===== src/shared/wrf_regs.svh =====
// register offsets, field positions, reset values and timing figures
// assumes the serial-bus engine presents one byte command per write
`ifndef WRF_REGS_SVH
`define WRF_REGS_SVH

// ----------------------------------------
// byte offsets
// ----------------------------------------
`define WRF_OFF_TIMER 8'h04
`define WRF_OFF_WDCTL 8'h09
`define WRF_OFF_SKEW 8'h0A
`define WRF_OFF_RECN 8'h0B
`define WRF_OFF_RECM 8'h0C

// ----------------------------------------
// field positions
// ----------------------------------------
`define WRF_TMR_STEP_BIT 0
`define WRF_TMR_VAL_LSB 1
`define WRF_TMR_VAL_MSB 5
`define WRF_WATCHDOG_ENABLE_BIT 1
`define WRF_WD_FLAG_BIT 2
`define WRF_WD_KEEP_LSB 3
`define WRF_WD_KEEP_MSB 6
`define WRF_WD_RSTEN_BIT 4
`define WRF_SK_AGP_LSB 0
`define WRF_SK_AGP_MSB 1
`define WRF_SK_CPU_LSB 2
`define WRF_SK_CPU_MSB 4
`define WRF_SK_CS_LSB 5
`define WRF_SK_CS_MSB 7
`define WRF_RM_SEL_BIT 7
`define WRF_RM_M_MSB 6

// ----------------------------------------
// reset values
// ----------------------------------------
`define WRF_RST_TMR_VAL 5'h1F
`define WRF_RST_STEP 1'b0
`define WRF_RST_ZERO8 8'h00

// ----------------------------------------
// timing
// ----------------------------------------
`define WRF_CLK_PERIOD_NS 100.0
`define WRF_STEP_SHORT_MS 150
`define WRF_STEP_LONG_S 2.5
`define WRF_RST_PULSE_NS 1000
`define WRF_STRAP_SETTLE 2'h3

// ----------------------------------------
// skew steps in ps
// ----------------------------------------
`define WRF_PS_0 11'sh000
`define WRF_PS_P150 11'sh096
`define WRF_PS_P300 11'sh12C
`define WRF_PS_P450 11'sh1C2
`define WRF_PS_P600 11'sh258
`endif


===== src/shared/wrf_pkg.sv =====
// types shared by the watchdog recovery control
// assumes nothing of its surroundings
package wrf_pkg;
    // gray codes along idle, armed, counting, locked
    typedef enum logic [1:0] {
        WRF_IDLE = 2'h0,
        WRF_ARMED = 2'h1,
        WRF_COUNT = 2'h3,
        WRF_LOCKED = 2'h2
    } wrf_state_e;
    typedef logic signed [10:0] wrf_ps_t;
endpackage


===== src/rtl/wrf_step_tick.sv =====
// step tick generator for the watchdog count
// assumes restart_i is held while the watchdog is not counting
`timescale 1ns/10ps
module wrf_step_tick #(
    parameter int SHORT_CYC = 1500000,
    parameter int LONG_CYC = 25000000
) (
    // clock and reset
    input wire logic clock_i,
    input wire logic rst_b_i,
    // control
    input wire logic restart_i,
    input wire logic long_step_i,
    // tick
    output logic tick_o
);
    logic [24:0] cnt_r;
    logic [24:0] last_w;

    assign last_w = long_step_i ? 25'(LONG_CYC - 1) : 25'(SHORT_CYC - 1);
    // restart keeps the first step a full step long
    assign tick_o = !restart_i && (cnt_r >= last_w);

    always_ff @(posedge clock_i) begin
        if (!rst_b_i || restart_i || tick_o) begin
            cnt_r <= 25'h0000000;
        end else begin
            cnt_r <= cnt_r + 25'h0000001;
        end
    end
endmodule


===== src/rtl/wrf_watchdog_top.sv =====
// watchdog, recovery frequency lock, recovery source and skew control
// assumes a byte-wide command port from the serial-bus engine, one clock
`timescale 1ns/10ps
`include "wrf_regs.svh"

// How it works
// - time-out flag reads 1 after a time-out; writing 1 clears, 0 ignored.
// - enable low keeps counter stopped and reloaded with the time-out value.
// - enabled watchdog starts counting only after an output frequency change.
// - time-out issues reset if reset enabled, loads recovery frequency, enters locked recovery mode.
// - in recovery mode every frequency-change write is ignored.
// - clearing the enable leaves recovery mode and releases the lock.
// - source select 0 uses latched straps, 1 uses programmed recovery dividers.
// - programmed recovery uses 8-bit N and 7-bit M divider fields.
// - ratio follows latched straps unless override set, then software select.
// - chipset cpu skew 3-bit code maps to none, -150..-450, +150..+600 ps.
// - main cpu pair skew uses the same eight-step code.
// - agp_clock_skew 2-bit code maps none, -150, +150, +300 ps.
// - watchdog control, skew and recovery bytes reset to zero.
// - time-out value counts in 150 ms or 2.5 s steps by step select.
// - count reaching zero sets the time-out flag.
// - reset pulse on time-out only when watchdog reset enable is 1.
module wrf_watchdog_top import wrf_pkg::*; #(
    parameter int STEP_SHORT_CYC = int'(`WRF_STEP_SHORT_MS * 1.0e6 / `WRF_CLK_PERIOD_NS),
    parameter int STEP_LONG_CYC = int'(`WRF_STEP_LONG_S * 1.0e9 / `WRF_CLK_PERIOD_NS)
) (
    // clock and reset
    input wire logic clock_i,
    input wire logic rst_b_i,
    // register command port
    input wire logic reg_wr_i,
    input wire logic [7:0] reg_addr_i,
    input wire logic [7:0] reg_wdata_i,
    output logic [7:0] reg_rdata_o,
    // frequency path
    input wire logic freq_change_i,
    input wire logic freq_wr_req_i,
    output logic freq_wr_allow_o,
    // strap pins and ratio select
    input wire logic [4:0] strap_frequency_select_i,
    input wire logic ratio_override_i,
    input wire logic [4:0] sw_ratio_sel_i,
    output logic [4:0] ratio_sel_o,
    // recovery
    output logic sys_reset_o,
    output logic recovery_load_o,
    output logic recovery_active_o,
    output logic recovery_source_select_o,
    output logic [7:0] recovery_n_divider_o,
    output logic [6:0] recovery_m_divider_o,
    output logic [4:0] recovery_strap_o,
    // skew
    output wrf_ps_t cpu_cs_skew_ps_o,
    output wrf_ps_t cpu_skew_ps_o,
    output wrf_ps_t agp_clock_skew_ps_o
);
    localparam int RST_CYC_I = int'(`WRF_RST_PULSE_NS / `WRF_CLK_PERIOD_NS);
    localparam logic [3:0] RST_CYC = 4'(RST_CYC_I);

    // ----------------------------------------
    // registers
    // ----------------------------------------
    logic [4:0] timeout_value_r;
    logic timeout_step_select_r;
    logic watchdog_enable_r;
    logic timeout_flag_r;
    logic watchdog_reset_enable_r;
    logic [3:0] wd_keep_r;
    logic [7:0] skew_r;
    logic [7:0] recovery_n_r;
    logic [7:0] recovery_sel_m_r;
    logic wr_timer_w, wr_ctl_w, wr_skew_w, wr_n_w, wr_m_w;

    assign wr_timer_w = reg_wr_i && (reg_addr_i == `WRF_OFF_TIMER);
    assign wr_ctl_w = reg_wr_i && (reg_addr_i == `WRF_OFF_WDCTL);
    assign wr_skew_w = reg_wr_i && (reg_addr_i == `WRF_OFF_SKEW);
    assign wr_n_w = reg_wr_i && (reg_addr_i == `WRF_OFF_RECN);
    assign wr_m_w = reg_wr_i && (reg_addr_i == `WRF_OFF_RECM);
    assign watchdog_reset_enable_r = wd_keep_r[`WRF_WD_RSTEN_BIT - `WRF_WD_KEEP_LSB];

    always_ff @(posedge clock_i) begin
        if (!rst_b_i) begin
            timeout_value_r <= `WRF_RST_TMR_VAL;
            timeout_step_select_r <= `WRF_RST_STEP;
        end else if (wr_timer_w) begin
            timeout_value_r <= reg_wdata_i[`WRF_TMR_VAL_MSB:`WRF_TMR_VAL_LSB];
            timeout_step_select_r <= reg_wdata_i[`WRF_TMR_STEP_BIT];
        end
    end

    always_ff @(posedge clock_i) begin
        if (!rst_b_i) begin
            watchdog_enable_r <= 1'b0;
            wd_keep_r <= 4'h0;
            skew_r <= `WRF_RST_ZERO8;
            recovery_n_r <= `WRF_RST_ZERO8;
            recovery_sel_m_r <= `WRF_RST_ZERO8;
        end else begin
            if (wr_ctl_w) begin
                watchdog_enable_r <= reg_wdata_i[`WRF_WATCHDOG_ENABLE_BIT];
                wd_keep_r <= reg_wdata_i[`WRF_WD_KEEP_MSB:`WRF_WD_KEEP_LSB];
            end
            if (wr_skew_w) begin
                skew_r <= reg_wdata_i;
            end
            if (wr_n_w) begin
                recovery_n_r <= reg_wdata_i;
            end
            if (wr_m_w) begin
                recovery_sel_m_r <= reg_wdata_i;
            end
        end
    end

    // ----------------------------------------
    // strap latch
    // ----------------------------------------
    logic [4:0] strap_s1_r, strap_s2_r, strap_s3_r, strap_latched_r;
    logic [1:0] settle_r;
    logic latched_r;

    always_ff @(posedge clock_i) begin
        strap_s1_r <= strap_frequency_select_i;
        strap_s2_r <= strap_s1_r;
        strap_s3_r <= strap_s2_r;
    end

    // caught after release, never by the reset itself
    always_ff @(posedge clock_i) begin
        if (!rst_b_i) begin
            settle_r <= 2'h0;
            latched_r <= 1'b0;
            strap_latched_r <= 5'h00;
        end else if (!latched_r) begin
            if (settle_r != `WRF_STRAP_SETTLE) begin
                settle_r <= settle_r + 2'h1;
            end else if (strap_s2_r == strap_s3_r) begin
                strap_latched_r <= strap_s3_r;
                latched_r <= 1'b1;
            end
        end
    end

    // ----------------------------------------
    // watchdog state and count
    // ----------------------------------------
    wrf_state_e state_r;
    logic [4:0] count_r;
    logic step_tick_w;
    logic expire_w;

    wrf_step_tick #(
        .SHORT_CYC(STEP_SHORT_CYC),
        .LONG_CYC(STEP_LONG_CYC)
    ) u_tick (
        .clock_i(clock_i),
        .rst_b_i(rst_b_i),
        .restart_i(state_r != WRF_COUNT),
        .long_step_i(timeout_step_select_r),
        .tick_o(step_tick_w)
    );

    // a value of zero expires after the first step
    assign expire_w = (state_r == WRF_COUNT) && step_tick_w && (count_r <= 5'h01);

    always_ff @(posedge clock_i) begin
        if (!rst_b_i || !watchdog_enable_r) begin
            state_r <= WRF_IDLE;
        end else begin
            unique case (state_r)
                WRF_IDLE: state_r <= WRF_ARMED;
                WRF_ARMED: if (freq_change_i) state_r <= WRF_COUNT;
                WRF_COUNT: if (expire_w) state_r <= WRF_LOCKED;
                WRF_LOCKED: state_r <= WRF_LOCKED;
            endcase
        end
    end

    always_ff @(posedge clock_i) begin
        if (!rst_b_i) begin
            count_r <= `WRF_RST_TMR_VAL;
        end else if (state_r != WRF_COUNT) begin
            count_r <= timeout_value_r;
        end else if (step_tick_w && !expire_w) begin
            count_r <= count_r - 5'h01;
        end
    end

    // set wins over a clearing write in the same cycle
    always_ff @(posedge clock_i) begin
        if (!rst_b_i) begin
            timeout_flag_r <= 1'b0;
        end else if (expire_w) begin
            timeout_flag_r <= 1'b1;
        end else if (wr_ctl_w && reg_wdata_i[`WRF_WD_FLAG_BIT]) begin
            timeout_flag_r <= 1'b0;
        end
    end

    // ----------------------------------------
    // reset pulse and recovery outputs
    // ----------------------------------------
    logic [3:0] rst_cnt_r;

    always_ff @(posedge clock_i) begin
        if (!rst_b_i) begin
            rst_cnt_r <= 4'h0;
            sys_reset_o <= 1'b0;
            recovery_load_o <= 1'b0;
        end else begin
            recovery_load_o <= expire_w;
            if (expire_w && watchdog_reset_enable_r) begin
                rst_cnt_r <= RST_CYC - 4'h1;
                sys_reset_o <= 1'b1;
            end else if (rst_cnt_r != 4'h0) begin
                rst_cnt_r <= rst_cnt_r - 4'h1;
            end else begin
                sys_reset_o <= 1'b0;
            end
        end
    end

    assign recovery_active_o = (state_r == WRF_LOCKED);
    // frequency-change writes die here while locked
    assign freq_wr_allow_o = freq_wr_req_i && !recovery_active_o;
    assign recovery_source_select_o = recovery_sel_m_r[`WRF_RM_SEL_BIT];
    assign recovery_n_divider_o = recovery_n_r;
    assign recovery_m_divider_o = recovery_sel_m_r[`WRF_RM_M_MSB:0];
    assign recovery_strap_o = strap_latched_r;

    // ----------------------------------------
    // ratio and skew
    // ----------------------------------------
    function automatic wrf_ps_t skew3(input logic [2:0] code);
        unique case (code)
            3'h0: skew3 = `WRF_PS_0;
            3'h1: skew3 = -`WRF_PS_P150;
            3'h2: skew3 = -`WRF_PS_P300;
            3'h3: skew3 = -`WRF_PS_P450;
            3'h4: skew3 = `WRF_PS_P150;
            3'h5: skew3 = `WRF_PS_P300;
            3'h6: skew3 = `WRF_PS_P450;
            3'h7: skew3 = `WRF_PS_P600;
        endcase
    endfunction

    function automatic wrf_ps_t skew2(input logic [1:0] code);
        unique case (code)
            2'h0: skew2 = `WRF_PS_0;
            2'h1: skew2 = -`WRF_PS_P150;
            2'h2: skew2 = `WRF_PS_P150;
            2'h3: skew2 = `WRF_PS_P300;
        endcase
    endfunction

    always_ff @(posedge clock_i) begin
        if (!rst_b_i) begin
            ratio_sel_o <= 5'h00;
            cpu_cs_skew_ps_o <= `WRF_PS_0;
            cpu_skew_ps_o <= `WRF_PS_0;
            agp_clock_skew_ps_o <= `WRF_PS_0;
        end else begin
            ratio_sel_o <= ratio_override_i ? sw_ratio_sel_i : strap_latched_r;
            cpu_cs_skew_ps_o <= skew3(skew_r[`WRF_SK_CS_MSB:`WRF_SK_CS_LSB]);
            cpu_skew_ps_o <= skew3(skew_r[`WRF_SK_CPU_MSB:`WRF_SK_CPU_LSB]);
            agp_clock_skew_ps_o <= skew2(skew_r[`WRF_SK_AGP_MSB:`WRF_SK_AGP_LSB]);
        end
    end

    // ----------------------------------------
    // read back
    // ----------------------------------------
    always_ff @(posedge clock_i) begin
        if (!rst_b_i) begin
            reg_rdata_o <= 8'h00;
        end else begin
            unique case (reg_addr_i)
                `WRF_OFF_TIMER: reg_rdata_o <= {2'h0, timeout_value_r, timeout_step_select_r};
                `WRF_OFF_WDCTL: reg_rdata_o <= {1'b0, wd_keep_r, timeout_flag_r,
                                                watchdog_enable_r, 1'b0};
                `WRF_OFF_SKEW: reg_rdata_o <= skew_r;
                `WRF_OFF_RECN: reg_rdata_o <= recovery_n_r;
                `WRF_OFF_RECM: reg_rdata_o <= recovery_sel_m_r;
                default: reg_rdata_o <= 8'h00;
            endcase
        end
    end
endmodule


===== config.mk =====
export PLATFORM = sky130hd
export DESIGN_NAME = wrf_watchdog_top
export DESIGN_NICKNAME = d
export VERILOG_FILES = /design/src/shared/wrf_pkg.sv /design/src/rtl/wrf_step_tick.sv /design/src/rtl/wrf_watchdog_top.sv
export VERILOG_INCLUDE_DIRS = /design/src /design/src/shared
export SDC_FILE = /design/constraint.sdc
export NUM_CORES = 1
export LEC_CHECK = 0
export BUFFER_PORTS_ARGS = -buffer_cell sky130_fd_sc_hd__buf_4
export CORE_UTILIZATION = 60
export CTS_BUF_LIST = sky130_fd_sc_hd__clkbuf_16
export CTS_CLUSTER_SIZE = 14
export DETAILED_ROUTE_END_ITERATION = 8
export PLACE_DENSITY = 0.93
export SLEW_MARGIN = 20
export SYNTH_ARGS = -nofsm -noshare
export SYNTH_HDL_FRONTEND = slang
export SYNTH_SLANG_ARGS = --single-unit

===== constraint.sdc =====
create_clock -name clock_i -period 6.66 [get_ports clock_i]
set_clock_uncertainty 0.1 [all_clocks]
set_input_delay 0.999 -clock clock_i [delete_from_list [all_inputs] [get_ports clock_i]]
set_output_delay 0.999 -clock clock_i [all_outputs]
set_load 0.02 [all_outputs]

# == Yosys cells after proc, flatten, opt, wreduce, memory -nomap -nowiden ==
# Memories as Yosys holds them, arrays and structs flattened. A register that Yosys moved wholly into a read port is not among the register bits.
# Cells that the tools add are included.
# word_totals
regBits,143
mem_bits_ro,160
in_bits,32
out_inout_bits,71
elab_cells,104
mem_count,2
# memory_table
name,depth,width,rd,rd_clocked_by_memory_dff,write_ports,line_no,text
(name not given),8,10,1,1,0,wrf_watchdog_top.sv:235,unique case (code)
(name not given),8,10,1,1,0,wrf_watchdog_top.sv:235,
# op_classes
addsub,4
n_lt_le_gt_ge,2
n_eq_ne,17
muxes,18
bitwise,3
reduce_logical,32
# ops
op,count
11-bit one-hot mux with 4 select lines,1
8-bit one-hot mux with 5 select lines,1
"8-bit by 4-bit == test with 1-bit output, second input constant",4
"25-bit by 1-bit adder with 25-bit output, second input constant",1
25-bit greater-or-equal comparator,1
25-bit 2-to-1 mux,1
5-bit 2-to-1 mux,3
1-bit logical AND,12
"2-bit inequality test, second input constant",5
"2-bit == test, second input constant",4
"8-bit by 3-bit == test with 1-bit output, second input constant",1
4-bit 2-to-1 mux,2
2-bit one-hot mux with 4 select lines,1
1-bit zero test,7
1-bit 2-to-1 mux,7
2-bit nonzero test,3
5-bit == test,1
"5-bit by 1-bit <= comparator with 1-bit output, second input constant",1
"5-bit by 1-bit subtractor with 5-bit output, second input constant",1
"2-bit by 1-bit == test with 1-bit output, second input constant",2
2-bit zero test,2
2-bit 2-to-1 mux,2
2-bit AND reduction,2
4-bit nonzero test,1
other kinds (6),10

# == Logic depth before layout (Yosys ltp) ==
# depth
word_depth,9
ltp_mapped,8

# == Hierarchy ==
# Synthesis repeated with hierarchy kept, for this count alone.
# hier_totals
cells_unflattened,608
hier_area_um2,5960.7
# by_module_without_submodules
mod,n_inst,cells_per_inst,area_each_um2,seq_area_each_um2
wrf_watchdog_top,1,449,4515.6,2202.1
wrf_step_tick,1,159,1445.1,500.5

# == Least setup slack after synthesis ==
# No wires, ideal clock.
# synth_timing
path_type,input -> output
startpoint,input freq_wr_req_i
endpoint,output freq_wr_allow_o
arrival_time_ps,1326
required_time_ps,5561
setup_slack_ps,4235
path_stages,1
cell_sequence,nor2b_1
# synth_between
elab_chain_cells,1
# synth_rtl
item,line_no,text
from (decl),wrf_watchdog_top.sv:37,"input wire logic freq_wr_req_i,"
1-bit logical AND,wrf_watchdog_top.sv:225,assign freq_wr_allow_o = freq_wr_req_i && !recovery_active_o;
to (decl),wrf_watchdog_top.sv:38,"output logic freq_wr_allow_o,"
# No other way between the ends.

# == Worst setup path in the final report ==
# layout_timing
startpoint,register timeout_step_select_r
endpoint,register count_r[4]
# layout_between
elab_chain_cells,8
# layout_rtl
item,line_no,text
from (decl),wrf_watchdog_top.sv:64,logic timeout_step_select_r;
from (signal assigned),wrf_watchdog_top.sv:84,timeout_step_select_r <= `WRF_RST_STEP;
from (signal assigned),wrf_watchdog_top.sv:87,timeout_step_select_r <= reg_wdata_i[`WRF_TMR_STEP_BIT];
25-bit 2-to-1 mux (*),wrf_step_tick.sv:20,assign last_w = long_step_i ? 25'(LONG_CYC - 1) : 25'(SHORT_CYC - 1);
25-bit greater-or-equal comparator (*),wrf_step_tick.sv:22,assign tick_o = !restart_i && (cnt_r >= last_w);
1-bit logical AND (*),wrf_step_tick.sv:22,
1-bit logical AND (2 in series),wrf_watchdog_top.sv:164,assign expire_w = (state_r == WRF_COUNT) && step_tick_w && (count_r <= 5'h01);
1-bit zero test,wrf_watchdog_top.sv:184,end else if (step_tick_w && !expire_w) begin
1-bit logical AND (*),wrf_watchdog_top.sv:184,
2-bit nonzero test (no line) (*),n/a,
to (signal assigned),wrf_watchdog_top.sv:181,count_r <= `WRF_RST_TMR_VAL;
to (signal assigned),wrf_watchdog_top.sv:183,count_r <= timeout_value_r;
to (signal assigned),wrf_watchdog_top.sv:185,count_r <= count_r - 5'h01;
to (decl),wrf_watchdog_top.sv:148,logic [4:0] count_r;
# Mark *: on every way between the ends. The rest lies on a longest branch, timed or not.
# A chain may end at the register's enable or synchronous reset.

==> reports/metrics.yaml <==
power:
  ir_drop_mv: 0.235
  switching_share: 0.227
  power_frac_comb: 0.053
  power.clock.fraction: 0.519
  p_switching_w: 0.000444
  sequentialPowerShare: 0.428
  leakagePower_nw: 2.82
  power_w: 0.00196
  p_int_w: 0.00151
  powerDensity_nw_per_um2: 274
drt:
  wl_per_cell_um: 16.7
  first_iter_violations: 477
  drc: 0
  via_per_inst: 5.88
  vias: 4968
  antenna_left: 0
  drt_pass1_iterations: 6
  wl_um: 14100
worst_setup_path:
  reg2reg_to: "count_r[4]"
  cpPeakStageDelay_ns: 0.54
  path_max_fanout: 8
  cpMaxStageDelayCell: "dfxtp_1"
  r2r-start: "timeout_step_select_r"
  crit_chain: "inv_1 > ha_1 > nand4_1 > nor4_1 > o21ai_1 > a21oi_2 > a311oi_1 > o31ai_1"
  crit_path_start_kind: "flip-flop"
  worst_setup_path_end_kind: "flip-flop"
  critPathRequiredTime_ns: 6.89
  worstPathArrival_ns: 3.30
  path_buf_inv: 1
  rrSetupSlack_ns: 3.58
  crit_family: "compound AO/OA/AOI/OAI gates"
  r2r_cells: 8
  crit_type: "flip-flop to flip-flop"
sta:
  rsz0062_at_grt: "no"
  maxSlewHeadroom: 0.321
  setup_tns_ns: 0
  hold_violations: 0
  final_max_slew_viol_count: 0
  post-route-period-util: 0.462
  fin_crit_ns: 3.08
  final.setup.worst_slack_ns: 3.58
  finalSetupViolCount: 0
  fmax_mhz: 325
  tightestPinTransition_ns: 1.01
clock_tree:
  clk_path_buf_depth: 2
  cts_setup_buffers: 0
  path_clk_slew_ns: 0.06
  cts_num_sinks: 135
  cts_hold_buf: 0
  clk_latency_ns: 0.42
  cts-root-buf: "clkbuf_16"
  cts_resized: 0
  cts-htree-levels: 4
  cts_buffers: 17
  cts_tree: "built"
floorplan:
  die_h_um: 100
  ios: 103
  die_area_um2: 10000
  fp-row-count: 35
  die_width_um: 100
  floorplan.initialDensity: 0.621
  coreArea_um2: 9280
final_layout:
  drive_above_1_share: 0.198
  instances_no_fill: 845
  postLayoutCellArea_um2: 7130
  syn2layout_area_growth_pct: 23.7
  layout_common_cells: "dfxtp_1 (135), buf_4 (99), nand2_1 (69)"
  final_common_cell: "dfxtp_1"
  num-nets-final: 766
  diodes: 0
place:
  postPlaceCellArea_um2: 6490
  pre_cts_ws_ns: 3.19
  gp_congestion: 0.905
  port_buffers: 99
  placed_cells: 814
  hpwl_um: 8710
global_routing:
  track_usage: 0.287
  grt_max_degree: 93
  grt_first_pass_wirelength_um: 22300
  grt_pass1_vias: 4700
  gr-total-overflow: 0
  antenna_found_initial: 0
logic_synthesis:
  netlist_area_um2: 5760
  synth_edf_count: 0
  postSynth.asyncResetShare: 0
  synthCells: 621
  ys_seq_area_frac: 0.469
  syn_avg_cell_area_um2: 9.28
  yosysWarnings: 0
  ys_types: 48
  synth-seq-cells: 135
  synth_ff_type: "dfxtp_1"
job:
  maxCapViolCount: 0
status:
  outcome: "complete, no violations"
min_path:
  min_delay_path_depth: 0
  min_from: "strap_s1_r[4]"
  hp-class: "flip-flop to flip-flop"
  min_to: "strap_s2_r[4]"
sequential cells by signal, summed over array words and instances (netlist names), 2 cells and up:
register and flops:
skew_r 8, strap_s3_r 5, strap_s1_r 5, agp_clock_skew_ps_o 5
rst_cnt_r 4, wd_keep_r 4, recovery_n_divider_o 8, recovery_sel_m_r 8
state_r 2, timeout_value_r 5, reg_rdata_o 8, recovery_strap_o 5
u_tick.cnt_r 25, count_r 5, ratio_sel_o 5, strap_s2_r 5
settle_r 2, cpu_skew_ps_o 10, cpu_cs_skew_ps_o 10
Yosys cell counts (8+ instances only):
library cell	number	area share
a21boi_0	42	0.055
xor2_1	20	0.030
nor2_1	36	0.023
o21ai_0	8	0.0069
xnor2_1	9	0.014
a22oi_1	12	0.016
clkbuf_1	18	0.012
ha_1	30	0.065
nand4_1	9	0.0098
a21oi_1	14	0.012
inv_1	22	0.014
buf_4	11	0.014
nand2_1	69	0.045
nor2b_1	19	0.021
nand3_1	54	0.047
dfxtp_1	135	0.47
and2_1	13	0.014
a31oi_1	8	0.0087
mux2i_1	15	0.026
worst max path at each step:
| stage | slack, ns | cells past startpoint | startpoint | endpoint |
|---|---|---|---|---|
| detailed placement | 3.19 | 7 | reg_addr_i[5] | wd_keep_r[1] |
| CTS | 3.62 | 7 | reg_addr_i[5] | wd_keep_r[1] |
| global route | 3.35 | 7 | timeout_step_select_r | u_tick.cnt_r[13] |
| finish | 3.58 | 8 | timeout_step_select_r | count_r[4] |
| floorplan | 4.23 | 1 | freq_wr_req_i | freq_wr_allow_o |
| global placement | 3.42 | 7 | reg_addr_i[5] | watchdog_enable_r |
cell families after synthesis:
kind of cell	synth area share
xor gates and xnor gates	0.0441
other	0.000651
DFF	0.469
muxes	0.0261
and+or+nand+nor	0.218
AOI/OAI and AO/OA	0.130
buffers and inverters	0.0469
adders and majority gates	0.0651
stage by stage:
stage                util  hold slack [ns]
floorplan               -            0.210
global placement    0.699            0.213
detailed placement  0.699            0.212
CTS                 0.767            0.221
global route        0.768            0.228
finish              0.768            0.219
worst register-to-register path, stage by stage, from the launching register on:
cell,delay [ns]
dfxtp_1,0.54
inv_1,0.26
ha_1,0.38
nand4_1,0.16
nor4_1,0.45
o21ai_1,0.28
a21oi_2,0.37
a311oi_1,0.16
o31ai_1,0.27
area by class of cell:
| class | count | area, um^2 |
|---|---|---|
| multi-input cells | 429 | 2800 |
| flip-flops and latches | 135 | 2700 |
| fillers | 588 | 2150 |
| repair buffers | 99 | 743 |
| clock buffers | 17 | 425 |
| clock inverters | 14 | 213 |
| well taps | 129 | 161 |
| inverters | 22 | 82.6 |
layer usage:
layer,global-route usage,vias up,wire length (um)
li1,-,2308,-
met1,0.321,2327,5320
met2,0.502,272,7130
met3,0.0738,61,1150
met4,0.152,0,496
met5,0,-,0
power groups by stage:
stage | Clock (W) | Combinational [W] | Sequential, W
floorplan | 0 | 0.0000686 | 0.000853
global placement | 0 | 0.0000948 | 0.000852
detailed placement | 0 | 0.000102 | 0.000854
CTS | 0.00102 | 0.000103 | 0.000837
global route | 0.00106 | 0.000114 | 0.000838
finish | 0.00102 | 0.000104 | 0.000837
(Power assumes the default switching activity.)
